File: config.mk
export PLATFORM = sky130hd
export DESIGN_NAME = pcsr_regs
export DESIGN_NICKNAME = d
export VERILOG_FILES = /design/src/design/pcsr_pkg.sv /design/src/design/pcsr_regs.sv
export VERILOG_INCLUDE_DIRS = /design/src /design/src/design
export SDC_FILE = /design/constraint.sdc
export NUM_CORES = 1
export LEC_CHECK = 0
export ABC_CLOCK_PERIOD_IN_PS = 2720
export BUFFER_PORTS_ARGS = -buffer_cell sky130_fd_sc_hd__clkbuf_2
export CAP_MARGIN = 10
export CORE_ASPECT_RATIO = 0.9
export CORE_MARGIN = 2
export CORE_UTILIZATION = 45
export DETAILED_ROUTE_END_ITERATION = 7
export GPL_TIMING_DRIVEN = 0
export MAX_ROUTING_LAYER = met4
export PLACE_DENSITY = 0.76
export SKIP_LAST_GASP = 1
export SLEW_MARGIN = 0
export SYNTH_ARGS = -nofsm -noshare
export SYNTH_HDL_FRONTEND = slang
export SYNTH_SLANG_ARGS = --single-unit
File: constraint.sdc
create_clock -name CLK_SYS -period 2.72 [get_ports CLK_SYS]
set_input_delay 0.272 -clock CLK_SYS [delete_from_list [all_inputs] [get_ports CLK_SYS]]
set_output_delay 0.272 -clock CLK_SYS [all_outputs]
set_load 0.05 [all_outputs]
File: src/design/pcsr_map.svh
// Register offsets, field positions and reset values of the socket block
`ifndef PCSR_MAP_SVH
`define PCSR_MAP_SVH
`define PCSR_ADR_STATUS   4'h0
`define PCSR_ADR_EVENT    4'h4
`define PCSR_ADR_POWER    4'h8
`define PCSR_ADR_GLOBAL   4'hc
`define PCSR_ADR_IRQCFG   4'h0
`define PCSR_POWER_RST    8'h00
`define PCSR_GLOBAL_RST   8'h00
`define PCSR_IRQCFG_RST   8'h00
`define PCSR_ADR_CFG      5'h10
`define PCSR_PW_SRST      7
`define PCSR_PW_OE        6
`define PCSR_PW_AUTO      5
`define PCSR_PW_SOCK      4
`define PCSR_PW_DIRECT    1
`define PCSR_PW_VSEL      0
`define PCSR_GL_SWCD      4
`define PCSR_GL_IOCARD    3
`define PCSR_GL_WBACK     1
`define PCSR_GL_RINGEN    7
`endif

File: src/design/pcsr_pkg.sv
// Types shared by the socket status and power register block
package pcsr_pkg;
  typedef struct packed {
    logic       vs2;
    logic       vs1;
    logic       rdy_ireq;
    logic       wp;
    logic       cd2;
    logic       cd1;
    logic       bvd2_spkr;
    logic       bvd1_stschg;
  } pcsr_pins_t;

  typedef struct packed {
    logic       supply_5v_enable;
    logic       supply_3v_enable;
    logic       prog_supply_enable_b;
    logic       prog_supply_enable_a;
  } pcsr_power_t;
endpackage

File: src/design/pcsr_regs.sv
// Socket status, change flags and power control registers on Wishbone
// Notes on behaviour
// - Status bits 7 and 6 show voltage sense 2 and 1; high means present.
// - Status bit 5 shows ready/busy, or card interrupt pin for I/O cards.
// - Status bit 4 shows write protect; meaningless for I/O cards.
// - Status bits 3 and 2 show the two card detect inputs.
// - Status bits 1 and 0 show battery detect: 11 good, 01 warn.
// - Change bit 7 software card detect, bit 6 hardware card detect.
// - Change bit 5 set by pulse-mode card interrupt, else reads 0.
// - Change bit 4 is one when ring enable low and ring input low.
// - Change bits 3 ring, 2 ready, 1 and 0 battery warning.
// - Change sources raise interrupt only when enabled; bits 2 to 0 share one enable, any of config bits 3 to 0.
// - Default mode clears change register when software reads it.
// - Write-back mode clears change register by a software write.
// - Write-back acknowledge writes 1 to the flagged change bit.
// - Writing 1 to power bit 7 resets the whole adapter.
// - Power bit 6 low tristates card strobes, enables and reset.
// - Power bit 5 high, bit 4 set: either card detect input high drives both supply enables 0.
// - Power bit 4 low drives both supply enables 1.
// - Power bits 3 and 2 drive programming enables b and a.
// - Power bit 1 high: voltage sense 1 low picks 5V, high 3V.
// - Bit 1 low, bit 4 set: bit 0 picks 5V when 0, 3V when 1.
//
// The address map and register access over Wishbone were decided locally.
`timescale 1ns/10ps
`include "pcsr_map.svh"
module pcsr_regs
  import pcsr_pkg::*;
(
  input  wire logic        CLK_SYS,
  input  wire logic        RESETN,
  input  wire logic        CYC_I,
  input  wire logic        STB_I,
  input  wire logic        WE_I,
  input  wire logic [4:0]  ADR_I,
  input  wire logic [3:0]  SEL_I,
  input  wire logic [31:0] DAT_I,
  output logic      [31:0] DAT_O,
  output logic             ACK_O,
  input  wire pcsr_pins_t  PINS,
  output pcsr_power_t      POWER,
  output logic             CARD_OUT_EN,
  output logic             CARD_IRQ,
  output logic             CARD_RESET_DRIVE,
  output logic             HOST_ADAPTER_RESET
);

  ////////////////////////////////////////////////////////////////////////
  logic [7:0]  power_ff;
  logic [7:0]  global_ff;
  logic [7:0]  irqcfg_ff;
  logic [7:0]  event_ff;
  logic [7:0]  nxt_event;
  pcsr_pins_t  pins_ff;
  logic        ack_ff;
  logic [31:0] dat_ff;
  logic        srst_ff;
  logic        rst_n;
  logic        req;
  logic        wr_req;
  logic        rd_req;
  logic        io_card;
  logic        ring_en;
  logic [7:0]  status;
  logic [7:0]  rise_ev;

  function automatic logic hit(input logic [4:0] a, input logic [4:0] r);
    hit = (a == r);
  endfunction

  // Soft reset acts one cycle after the write, on all but srst_ff, pins_ff and HOST_ADAPTER_RESET
  assign rst_n   = RESETN & ~srst_ff;
  assign req     = CYC_I & STB_I & ~ack_ff;
  assign wr_req  = req & WE_I & SEL_I[0];
  assign rd_req  = req & ~WE_I;
  assign io_card = global_ff[`PCSR_GL_IOCARD];
  assign ring_en = irqcfg_ff[`PCSR_GL_RINGEN];

  ////////////////////////////////////////////////////////////////////////
  // live pins
  assign status = PINS;

  // Loaded in reset too, so no false edge once reset ends
  always_ff @(posedge CLK_SYS)
  begin
    pins_ff <= PINS;
  end

  ////////////////////////////////////////////////////////////////////////
  // soft reset pulse
  always_ff @(posedge CLK_SYS)
  begin
    if (!RESETN)
      srst_ff <= 1'b0;
    else
      srst_ff <= wr_req & hit(ADR_I, {1'b0, `PCSR_ADR_POWER})
                 & DAT_I[`PCSR_PW_SRST] & ~srst_ff;
  end

  always_ff @(posedge CLK_SYS)
  begin
    if (!rst_n)
      power_ff <= `PCSR_POWER_RST;
    else if (wr_req && hit(ADR_I, {1'b0, `PCSR_ADR_POWER}))
      power_ff <= {1'b0, DAT_I[6:0]};
  end

  always_ff @(posedge CLK_SYS)
  begin
    if (!rst_n)
      global_ff <= `PCSR_GLOBAL_RST;
    else if (wr_req && hit(ADR_I, {1'b0, `PCSR_ADR_GLOBAL}))
      global_ff <= DAT_I[7:0];
  end

  always_ff @(posedge CLK_SYS)
  begin
    if (!rst_n)
      irqcfg_ff <= `PCSR_IRQCFG_RST;
    else if (wr_req && hit(ADR_I, `PCSR_ADR_CFG))
      irqcfg_ff <= DAT_I[7:0];
  end

  ////////////////////////////////////////////////////////////////////////
  // edge events per source
  always_comb
  begin
    rise_ev    = '0;
    rise_ev[7] = wr_req & hit(ADR_I, {1'b0, `PCSR_ADR_GLOBAL})
                 & DAT_I[`PCSR_GL_SWCD];
    rise_ev[6] = (pins_ff.cd1 ^ PINS.cd1) | (pins_ff.cd2 ^ PINS.cd2);
    // pulse mode edge, falling (10) or rising (11)
    rise_ev[5] = io_card & irqcfg_ff[5] &
                 (irqcfg_ff[4] ? (~pins_ff.rdy_ireq & PINS.rdy_ireq)
                               : (pins_ff.rdy_ireq & ~PINS.rdy_ireq));
    rise_ev[3] = io_card & (pins_ff.bvd1_stschg ^ PINS.bvd1_stschg);
    rise_ev[2] = ~io_card & (pins_ff.rdy_ireq ^ PINS.rdy_ireq);
    rise_ev[1] = ~io_card & ~PINS.bvd2_spkr & pins_ff.bvd2_spkr;
    rise_ev[0] = ~io_card & ~PINS.bvd1_stschg & pins_ff.bvd1_stschg;
  end

  always_comb
  begin
    nxt_event = event_ff;
    // acknowledge method from the write-back option
    if (global_ff[`PCSR_GL_WBACK])
    begin
      if (wr_req && hit(ADR_I, {1'b0, `PCSR_ADR_EVENT}))
        nxt_event = event_ff & ~DAT_I[7:0];
    end
    else if (rd_req && hit(ADR_I, {1'b0, `PCSR_ADR_EVENT}))
      nxt_event = '0;
    // Set wins over a same-cycle clear
    nxt_event = nxt_event | rise_ev;
    // bit 4 is a live level, not a latch
    nxt_event[4] = ~ring_en & ~PINS.bvd1_stschg;
  end

  always_ff @(posedge CLK_SYS)
  begin
    if (!rst_n)
      event_ff <= '0;
    else
      event_ff <= nxt_event;
  end

  ////////////////////////////////////////////////////////////////////////
  // enable gating, cfg 7 ring, 6 detect, 5:4 card irq
  always_ff @(posedge CLK_SYS)
  begin
    if (!rst_n)
      CARD_IRQ <= 1'b0;
    else
      CARD_IRQ <= (|event_ff[7:6] & irqcfg_ff[6])
                | (event_ff[5] & irqcfg_ff[5])
                | (irqcfg_ff[5:4] == 2'b01 & io_card & ~PINS.rdy_ireq)
                | (event_ff[3] & irqcfg_ff[7])
                | (|event_ff[2:0] & |irqcfg_ff[3:0]);
  end

  ////////////////////////////////////////////////////////////////////////
  // power outputs
  always_ff @(posedge CLK_SYS)
  begin
    if (!rst_n)
    begin
      POWER              <= '0;
      CARD_OUT_EN        <= 1'b0;
      CARD_RESET_DRIVE   <= 1'b0;
    end
    else
    begin
      CARD_OUT_EN <= power_ff[`PCSR_PW_OE];
      CARD_RESET_DRIVE <= power_ff[`PCSR_PW_OE] & global_ff[5];
      POWER.prog_supply_enable_b <= power_ff[3];
      POWER.prog_supply_enable_a <= power_ff[2];
      if (!power_ff[`PCSR_PW_SOCK])
      begin
        POWER.supply_5v_enable <= 1'b1;
        POWER.supply_3v_enable <= 1'b1;
      end
      else if (power_ff[`PCSR_PW_AUTO] && (PINS.cd1 | PINS.cd2))
      begin
        POWER.supply_5v_enable <= 1'b0;
        POWER.supply_3v_enable <= 1'b0;
      end
      else if (power_ff[`PCSR_PW_DIRECT])
      begin
        POWER.supply_5v_enable <= ~PINS.vs1;
        POWER.supply_3v_enable <= PINS.vs1;
      end
      else
      begin
        POWER.supply_5v_enable <= ~power_ff[`PCSR_PW_VSEL];
        POWER.supply_3v_enable <= power_ff[`PCSR_PW_VSEL];
      end
    end
  end

  ////////////////////////////////////////////////////////////////////////
  // adapter reset pulse
  // Own reset: the soft reset must not swallow its own pulse
  always_ff @(posedge CLK_SYS)
  begin
    if (!RESETN)
      HOST_ADAPTER_RESET <= 1'b0;
    else
      HOST_ADAPTER_RESET <= srst_ff;
  end

  ////////////////////////////////////////////////////////////////////////
  // Wishbone slave: ack one cycle after request, unmapped reads zero
  always_ff @(posedge CLK_SYS)
  begin
    if (!rst_n)
      ack_ff <= 1'b0;
    else
      ack_ff <= req;
  end

  always_ff @(posedge CLK_SYS)
  begin
    if (!rst_n)
      dat_ff <= '0;
    else if (rd_req)
      unique case (ADR_I)
        {1'b0, `PCSR_ADR_STATUS}: dat_ff <= {24'h000000, status};
        {1'b0, `PCSR_ADR_EVENT}:  dat_ff <= {24'h000000, event_ff};
        {1'b0, `PCSR_ADR_POWER}:  dat_ff <= {24'h000000, power_ff};
        {1'b0, `PCSR_ADR_GLOBAL}: dat_ff <= {24'h000000, global_ff};
        `PCSR_ADR_CFG:            dat_ff <= {24'h000000, irqcfg_ff};
        default:                  dat_ff <= '0;
      endcase
  end

  assign DAT_O = dat_ff;
  assign ACK_O = ack_ff;

  ////////////////////////////////////////////////////////////////////////
  // both supplies on
  supply_both_a: assert property (
    @(posedge CLK_SYS) disable iff (!rst_n)
    !power_ff[4] |=> POWER.supply_5v_enable && POWER.supply_3v_enable)
    else $error("supplies not both on");

  prog_supply_a: assert property (
    @(posedge CLK_SYS) disable iff (!rst_n)
    ##1 {POWER.prog_supply_enable_b, POWER.prog_supply_enable_a}
        == $past(power_ff[3:2]))
    else $error("prog supply wrong");

  out_enable_a: assert property (
    @(posedge CLK_SYS) disable iff (!rst_n)
    !power_ff[6] |=> !CARD_OUT_EN)
    else $error("outputs not tristated");

  out_driven_a: assert property (
    @(posedge CLK_SYS) disable iff (!rst_n)
    power_ff[6] |=> CARD_OUT_EN)
    else $error("outputs not driven");

  ring_level_a: assert property (
    @(posedge CLK_SYS) disable iff (!rst_n)
    ##1 event_ff[4] == $past(~ring_en & ~PINS.bvd1_stschg))
    else $error("ring level bit wrong");

  read_clear_a: assert property (
    @(posedge CLK_SYS) disable iff (!rst_n)
    rd_req && ADR_I == 5'h04 && !global_ff[1] && rise_ev == 8'h00
    |=> event_ff[7:5] == 3'h0)
    else $error("read did not clear");

  wb_keep_a: assert property (
    @(posedge CLK_SYS) disable iff (!rst_n)
    rd_req && global_ff[1] && event_ff[6] |=> event_ff[6])
    else $error("read cleared in write-back mode");

  wb_clear_a: assert property (
    @(posedge CLK_SYS) disable iff (!rst_n)
    wr_req && ADR_I == 5'h04 && global_ff[1] && DAT_I[6] && !rise_ev[6]
    |=> !event_ff[6])
    else $error("write-back did not clear");

  detect_set_a: assert property (
    @(posedge CLK_SYS) disable iff (!rst_n)
    rise_ev[6] |=> event_ff[6])
    else $error("detect change not latched");

  detect_hold_a: assert property (
    @(posedge CLK_SYS) disable iff (!rst_n)
    event_ff[6] && !rd_req && !wr_req |=> event_ff[6])
    else $error("detect flag lost");

  vsel_a: assert property (
    @(posedge CLK_SYS) disable iff (!rst_n)
    power_ff[4] && !power_ff[5] && !power_ff[1]
    |=> POWER.supply_3v_enable == $past(power_ff[0]))
    else $error("voltage select wrong");

  sense_pick_a: assert property (
    @(posedge CLK_SYS) disable iff (!rst_n)
    power_ff[4] && !power_ff[5] && power_ff[1]
    |=> POWER.supply_3v_enable == $past(PINS.vs1)
        && POWER.supply_5v_enable == !$past(PINS.vs1))
    else $error("sense select wrong");

  auto_off_a: assert property (
    @(posedge CLK_SYS) disable iff (!rst_n)
    power_ff[4] && power_ff[5] && (PINS.cd1 || PINS.cd2)
    |=> !POWER.supply_5v_enable && !POWER.supply_3v_enable)
    else $error("auto power not off");

  status_live_a: assert property (
    @(posedge CLK_SYS) disable iff (!rst_n)
    rd_req && ADR_I == 5'h00 |=> DAT_O[7:0] == $past(PINS))
    else $error("status read wrong");

  sw_detect_a: assert property (
    @(posedge CLK_SYS) disable iff (!rst_n)
    wr_req && ADR_I == 5'h0c && DAT_I[4] |=> event_ff[7])
    else $error("software detect not set");

  pulse_irq_a: assert property (
    @(posedge CLK_SYS) disable iff (!rst_n)
    io_card && irqcfg_ff[5:4] == 2'b10 && pins_ff.rdy_ireq
    && !PINS.rdy_ireq |=> event_ff[5])
    else $error("pulse request not set");

  ready_change_a: assert property (
    @(posedge CLK_SYS) disable iff (!rst_n)
    !io_card && pins_ff.rdy_ireq != PINS.rdy_ireq |=> event_ff[2])
    else $error("ready change not set");

  irq_mask_a: assert property (
    @(posedge CLK_SYS) disable iff (!rst_n)
    irqcfg_ff == 8'h00 |=> !CARD_IRQ)
    else $error("masked interrupt raised");

  soft_reset_a: assert property (
    @(posedge CLK_SYS) disable iff (!RESETN)
    srst_ff |=> HOST_ADAPTER_RESET)
    else $error("adapter reset not pulsed");

  // Upper read lanes zero
  upper_zero_a: assert property (
    @(posedge CLK_SYS) disable iff (!rst_n)
    ACK_O |-> DAT_O[31:8] == 24'h000000)
    else $error("upper read lanes not zero");
endmodule

# Yosys cells after proc, flatten, opt, wreduce, memory -nomap -nowiden
# Index checks and enable logic that the tools add are counted.
totals:
  elab_cells: 96
  ff_bits: 78
  output_inout_bits: 41
op_classes:
  reduce_logical: 10
  n_bitwise: 53
  eq_ne: 5
  n_mux: 8
op_table:
  columns: ["cell", "n"]
  rows:
  - ["8-bit case mux with 5 select lines", 1]
  - ["1-bit bitwise AND", 29]
  - ["8-bit two-way mux", 3]
  - ["1-bit NOT", 11]
  - ["5-bit by 4-bit == test with 1-bit output (second input constant)", 2]
  - ["8-bit bitwise AND", 1]
  - ["8-bit NOT", 1]
  - ["8-bit bitwise OR", 1]
  - ["1-bit logical AND", 6]
  - ["2-bit two-way mux", 3]
  - ["1-bit bitwise OR", 6]
  - ["5-bit by 3-bit == test with 1-bit output (second input constant)", 1]
  - ["5-bit == test (second input constant)", 1]
  - ["5-bit logical NOT", 1]
  - ["4-bit OR reduction", 1]
  - ["1-bit bitwise XOR", 4]
  - ["3-bit OR reduction", 1]
  - ["2-bit by 1-bit == test with 1-bit output (second input constant)", 1]
  - ["2-bit OR reduction", 1]
  - ["1-bit two-way mux", 1]

# Depth between registers and ports, before layout
logic_depth:
  ltp_word: 8
  depth_mapped: 7

# Worst setup path before layout
# No wires, ideal clock.
synth_timing:
  path_kind: "input-to-reg"
  startpoint: "input ADR_I[4]"
  endpoint: "register global_ff[6]"
  required_time_ps: 2605
  n_path_buf: 3
  path_stages: 7
  arrival_ps: 1741
  path_slack_ps: 864
  cell_sequence: "or4b_1 > buf_2 > or4_1 > buf_2 > buf_6 > nand3_2 > o21ai_2"
synth_between:
  elab_chain_cells: 2
synth_rtl:
  columns: ["element", "line_no", "text"]
  rows:
  - ["start, declared", "pcsr_regs.sv:35", "input wire logic [4:0] ADR_I,"]
  - ["5-bit by 4-bit == test with 1-bit output", "pcsr_regs.sv:68", "hit = (a == r);"]
  - ["1-bit logical AND", "pcsr_regs.sv:112", "else if (wr_req && hit(ADR_I, {1'b0, `PCSR_ADR_GLOBAL}))"]
  - ["end signal, assigned", "pcsr_regs.sv:111", "global_ff <= `PCSR_GLOBAL_RST;"]
  - ["end signal, assigned", "pcsr_regs.sv:113", "global_ff <= DAT_I[7:0];"]
  - ["end, declared", "pcsr_regs.sv:50", "logic [7:0] global_ff;"]
# No other way between the ends.
# A chain may end at the register's enable or synchronous reset.

# Worst setup path in the final report
layout_timing:
  startpoint: "register ack_ff (netlist: ACK_O)"
  endpoint: "register event_ff[3]"
layout_between:
  elab_chain_cells: 8
  word_cells_on_any_way: 11
layout_rtl:
  columns: ["element", "line_no", "text"]
  rows:
  - ["start, declared", "pcsr_regs.sv:55", "logic ack_ff;"]
  - ["start signal, assigned", "pcsr_regs.sv:238", "ack_ff <= req;"]
  - ["1-bit NOT (*)", "pcsr_regs.sv:73", "assign req = CYC_I & STB_I & ~ack_ff;"]
  - ["1-bit bitwise AND (*)", "pcsr_regs.sv:73", null]
  - ["1-bit bitwise AND (2 in a row)", "pcsr_regs.sv:74", "assign wr_req = req & WE_I & SEL_I[0];"]
  - ["1-bit logical AND", "pcsr_regs.sv:148", "if (wr_req && hit(ADR_I, {1'b0, `PCSR_ADR_EVENT}))"]
  - ["8-bit two-way mux", "pcsr_regs.sv:148", null]
  - ["8-bit two-way mux (*)", "pcsr_regs.sv:146", "if (global_ff[`PCSR_GL_WBACK])"]
  - ["8-bit bitwise OR (*)", "pcsr_regs.sv:154", "nxt_event = nxt_event | rise_ev;"]
  - ["end signal, assigned", "pcsr_regs.sv:164", "event_ff <= nxt_event;"]
  - ["end, declared", "pcsr_regs.sv:52", "logic [7:0] event_ff;"]
# Every way passes the cells marked *; elsewhere a longest branch is shown, timed or not.

==> metrics.txt <==
CTS resizes 0; Post-synth EDFFs 0; hold endpoint pins_ff[1]; worst vdd ir 0.0003791 V; synth top area cells dfxtp_1, mux2i_1, buf_4; number of diodes 0; drt wl/cell 14.01 um; Initial DRC Count 183; area grow syn2layout 18.42%; Post-Synth Simple-Gate Area 18.82%; Hold WS 0.1033 ns; clock sink count 54; Post-CTS Setup Repair Bufs 0; Critical Path Max Stage Delay 0.64 ns; Core Rows 25; area of the mapped netlist 2526 um^2; Synth Area in XOR/XNOR 1.040%; Min-Delay Path Class in2reg; post-synthesis compound-gate area fraction 14.76%; Buffers & Inverters on Critical Path 0; Synth Instances 282; Root Driver clkbuf_8; CP Max Fanout 5; total CTS buffers 5; R2R cell count 4; first-pass GRT wire length 9487 um; antenna violations before repair 0; Design Area, Final 2992 um^2; Final GP Congestion 0.8840; final hold violation count 0; PwrDens 489.0 nW/um^2; FF/Latch Area 1081 um^2; R2R Path Start ACK_O; #FFs+latches synth 54; # hold bufs at CTS 0; Multi-input gate area 1241 um^2; R2R Setup Slk 0.77 ns; Async S/R FF share, synth 0%; Synth Area in Adders 0.9906%; number of remaining DRC errors 0; Post-Layout Cell Count 422; CTS tree yes; layout net count 411; CP arrival 2.17 ns; Via density 5.118; maxcap violations 0; pre-CTS WS 0.5909 ns; status finished clean; grt ovf 0; via total after detailed routing 2160; worst path cell trace nor4bb_1 -> nand4_1 -> and2_1 -> a32o_1; Worst setup EP type register; Ports 95; CP top delay family simple AND/OR/NAND/NOR gates; Distinct cells, synth 42; Max Slew Vio Count 0; Initial Util 47.23%; clock skew 0.01100 ns; I/O Buffers 43; Finished Core Util 55.93%; clock slew at reported path FFs 0.09 ns; number of global-route vias before repair 1921; WL final 5913 um; post-synthesis mux area share 9.955%; dpl cells 415; largest family of logic cells by synthesized area simple AND/OR/NAND/NOR gates; Pleak 1.384 nW; total iterations of the first detailed-routing run 5; Final ANT Viol Nets 0; top cell type's share of synthesized area 42.79%; Post-synth top cells dfxtp_1, nand2_1, buf_4, mux2i_1, o21ai_0; most frequent cell after synthesis dfxtp_1; Min-Delay Path Depth 1; # fillers 524; HP Start PINS[1]; Final Power 1.463 mW; Setup Crit Path Kind reg2reg; die area 6230 um^2; DP Area 2912 um^2; RSZ-0062 raised after global routing no; # H-tree levels 2; RR Endpoint event_ff[3]; Chip Height 75.08 um; Setup Total Neg Slack 0 ns; synth warn 0; Least-Margin Pin Slew 0.7107 ns; dpl hpwl 4523 um; die span in x 82.98 um; Worst slew margin 51.98%; Worst setup SP type register; Clock Latency Late Sink 0.31 ns; Final period util 71.76%; share of layout cells above drive strength 1 26.48%; clk buf depth 2; Peak Freq 512.3 MHz; post-synthesis sequential area ratio 42.79%; Global Route Usage Sum 20.09%; WP data required 2.93 ns; Synth area leader dfxtp_1; pin count of the biggest net entering global routing 16; count of final setup violators 0; ys flop type dfxtp_1; Critical-path top delay cell nor4bb_1; average size of a mapped cell 8.958 um^2; Final WS setup 0.7681 ns; fin crit period 1.952 ns; Core Region 5349 um^2
final cells by class:
cell class | instances | share of cell area (%)
Clock inverter | 1 | 0.2509
Tap cell | 67 | 2.802
Buffer | 40 | 8.574
Inverter | 9 | 1.129
Timing Repair Buffer | 43 | 7.194
Sequential cell | 54 | 36.14
Multi-Input combinational cell | 202 | 41.49
Clock buffer | 6 | 2.426
kinds of logic (layout without fill, tap and decap cells):
| kind of cell | after synthesis | in the layout |
|---|---|---|
| AO/OA/AOI/OAI | 58 | 58 |
| other | 1 | 24 |
| multiplexers | 25 | 25 |
| flip-flops | 54 | 54 |
| adder cells (fa/ha/maj) | 2 | 2 |
| XOR/XNOR | 3 | 3 |
| AND/OR/NAND/NOR | 90 | 90 |
| buffers and inverters | 49 | 99 |
worst reg2reg max path, cell delays in order, from the launching register on:
cell	delay (ns)
dfxtp_1	0.32
nor4bb_1	0.64
nand4_1	0.34
and2_1	0.30
a32o_1	0.26
flip-flops by register name (all words and copies together), names as in the netlist:
register            flops
POWER                   4
event_ff                8
CARD_RESET_DRIVE        1
ACK_O                   1
DAT_O                   8
CARD_OUT_EN             1
pins_ff                 5
CARD_IRQ                1
global_ff               8
power_ff                7
irqcfg_ff               8
srst_ff                 1
HOST_ADAPTER_RESET      1
routing by layer:
metal / GRT usage, % / share of wire (%) / up-vias
met5: - / 0 / -
met4: 8.561 / 2.0 / 0
met3: 3.947 / 10 / 11
met2: 27.87 / 41 / 103
met1: 28.47 / 46 / 960
li1: - / - / 1086
report_power, final:
group | total (mW) | leakage (nW) | internal (mW) | switching (mW)
clock | 0.430 | 0.0373 | 0.177 | 0.253
sequential | 0.810 | 0.439 | 0.803 | 0.00737
combinational | 0.222 | 0.908 | 0.0678 | 0.154
total | 1.46 | 1.38 | 1.05 | 0.415
placed cells by master (no fill, tap or decap), drive strengths merged, types with 2 or more instances in the layout:
cell    count
a211oi      2
or4         4
mux2i      24
nor4b       2
o21ai      26
nand2      27
a21oi      11
and3        4
nand2b      3
nor4bb      2
inv         9
ha          2
nor2       14
nand3      19
o22ai       7
and2        5
a21boi      2
buf        34
dfxtp      54
xnor2       3
conb       24
a31o        3
nor3        4
nand4       2
a311oi      2
clkbuf     55
worst max path at each step:
stage | start | endpoint | slack [ns] | depth (start not counted)
after global routing | ACK_O | event_ff[3] | 0.67 | 4
after CTS | ACK_O | event_ff[3] | 0.83 | 4
final | ACK_O | event_ff[3] | 0.77 | 4
after global placement | ADR_I[4] | power_ff[3] | 0.60 | 7
after detailed placement | ADR_I[4] | power_ff[4] | 0.59 | 7
after floorplan | ADR_I[4] | global_ff[6] | 0.86 | 7
No activity file was read; power rests on OpenSTA's default activity.
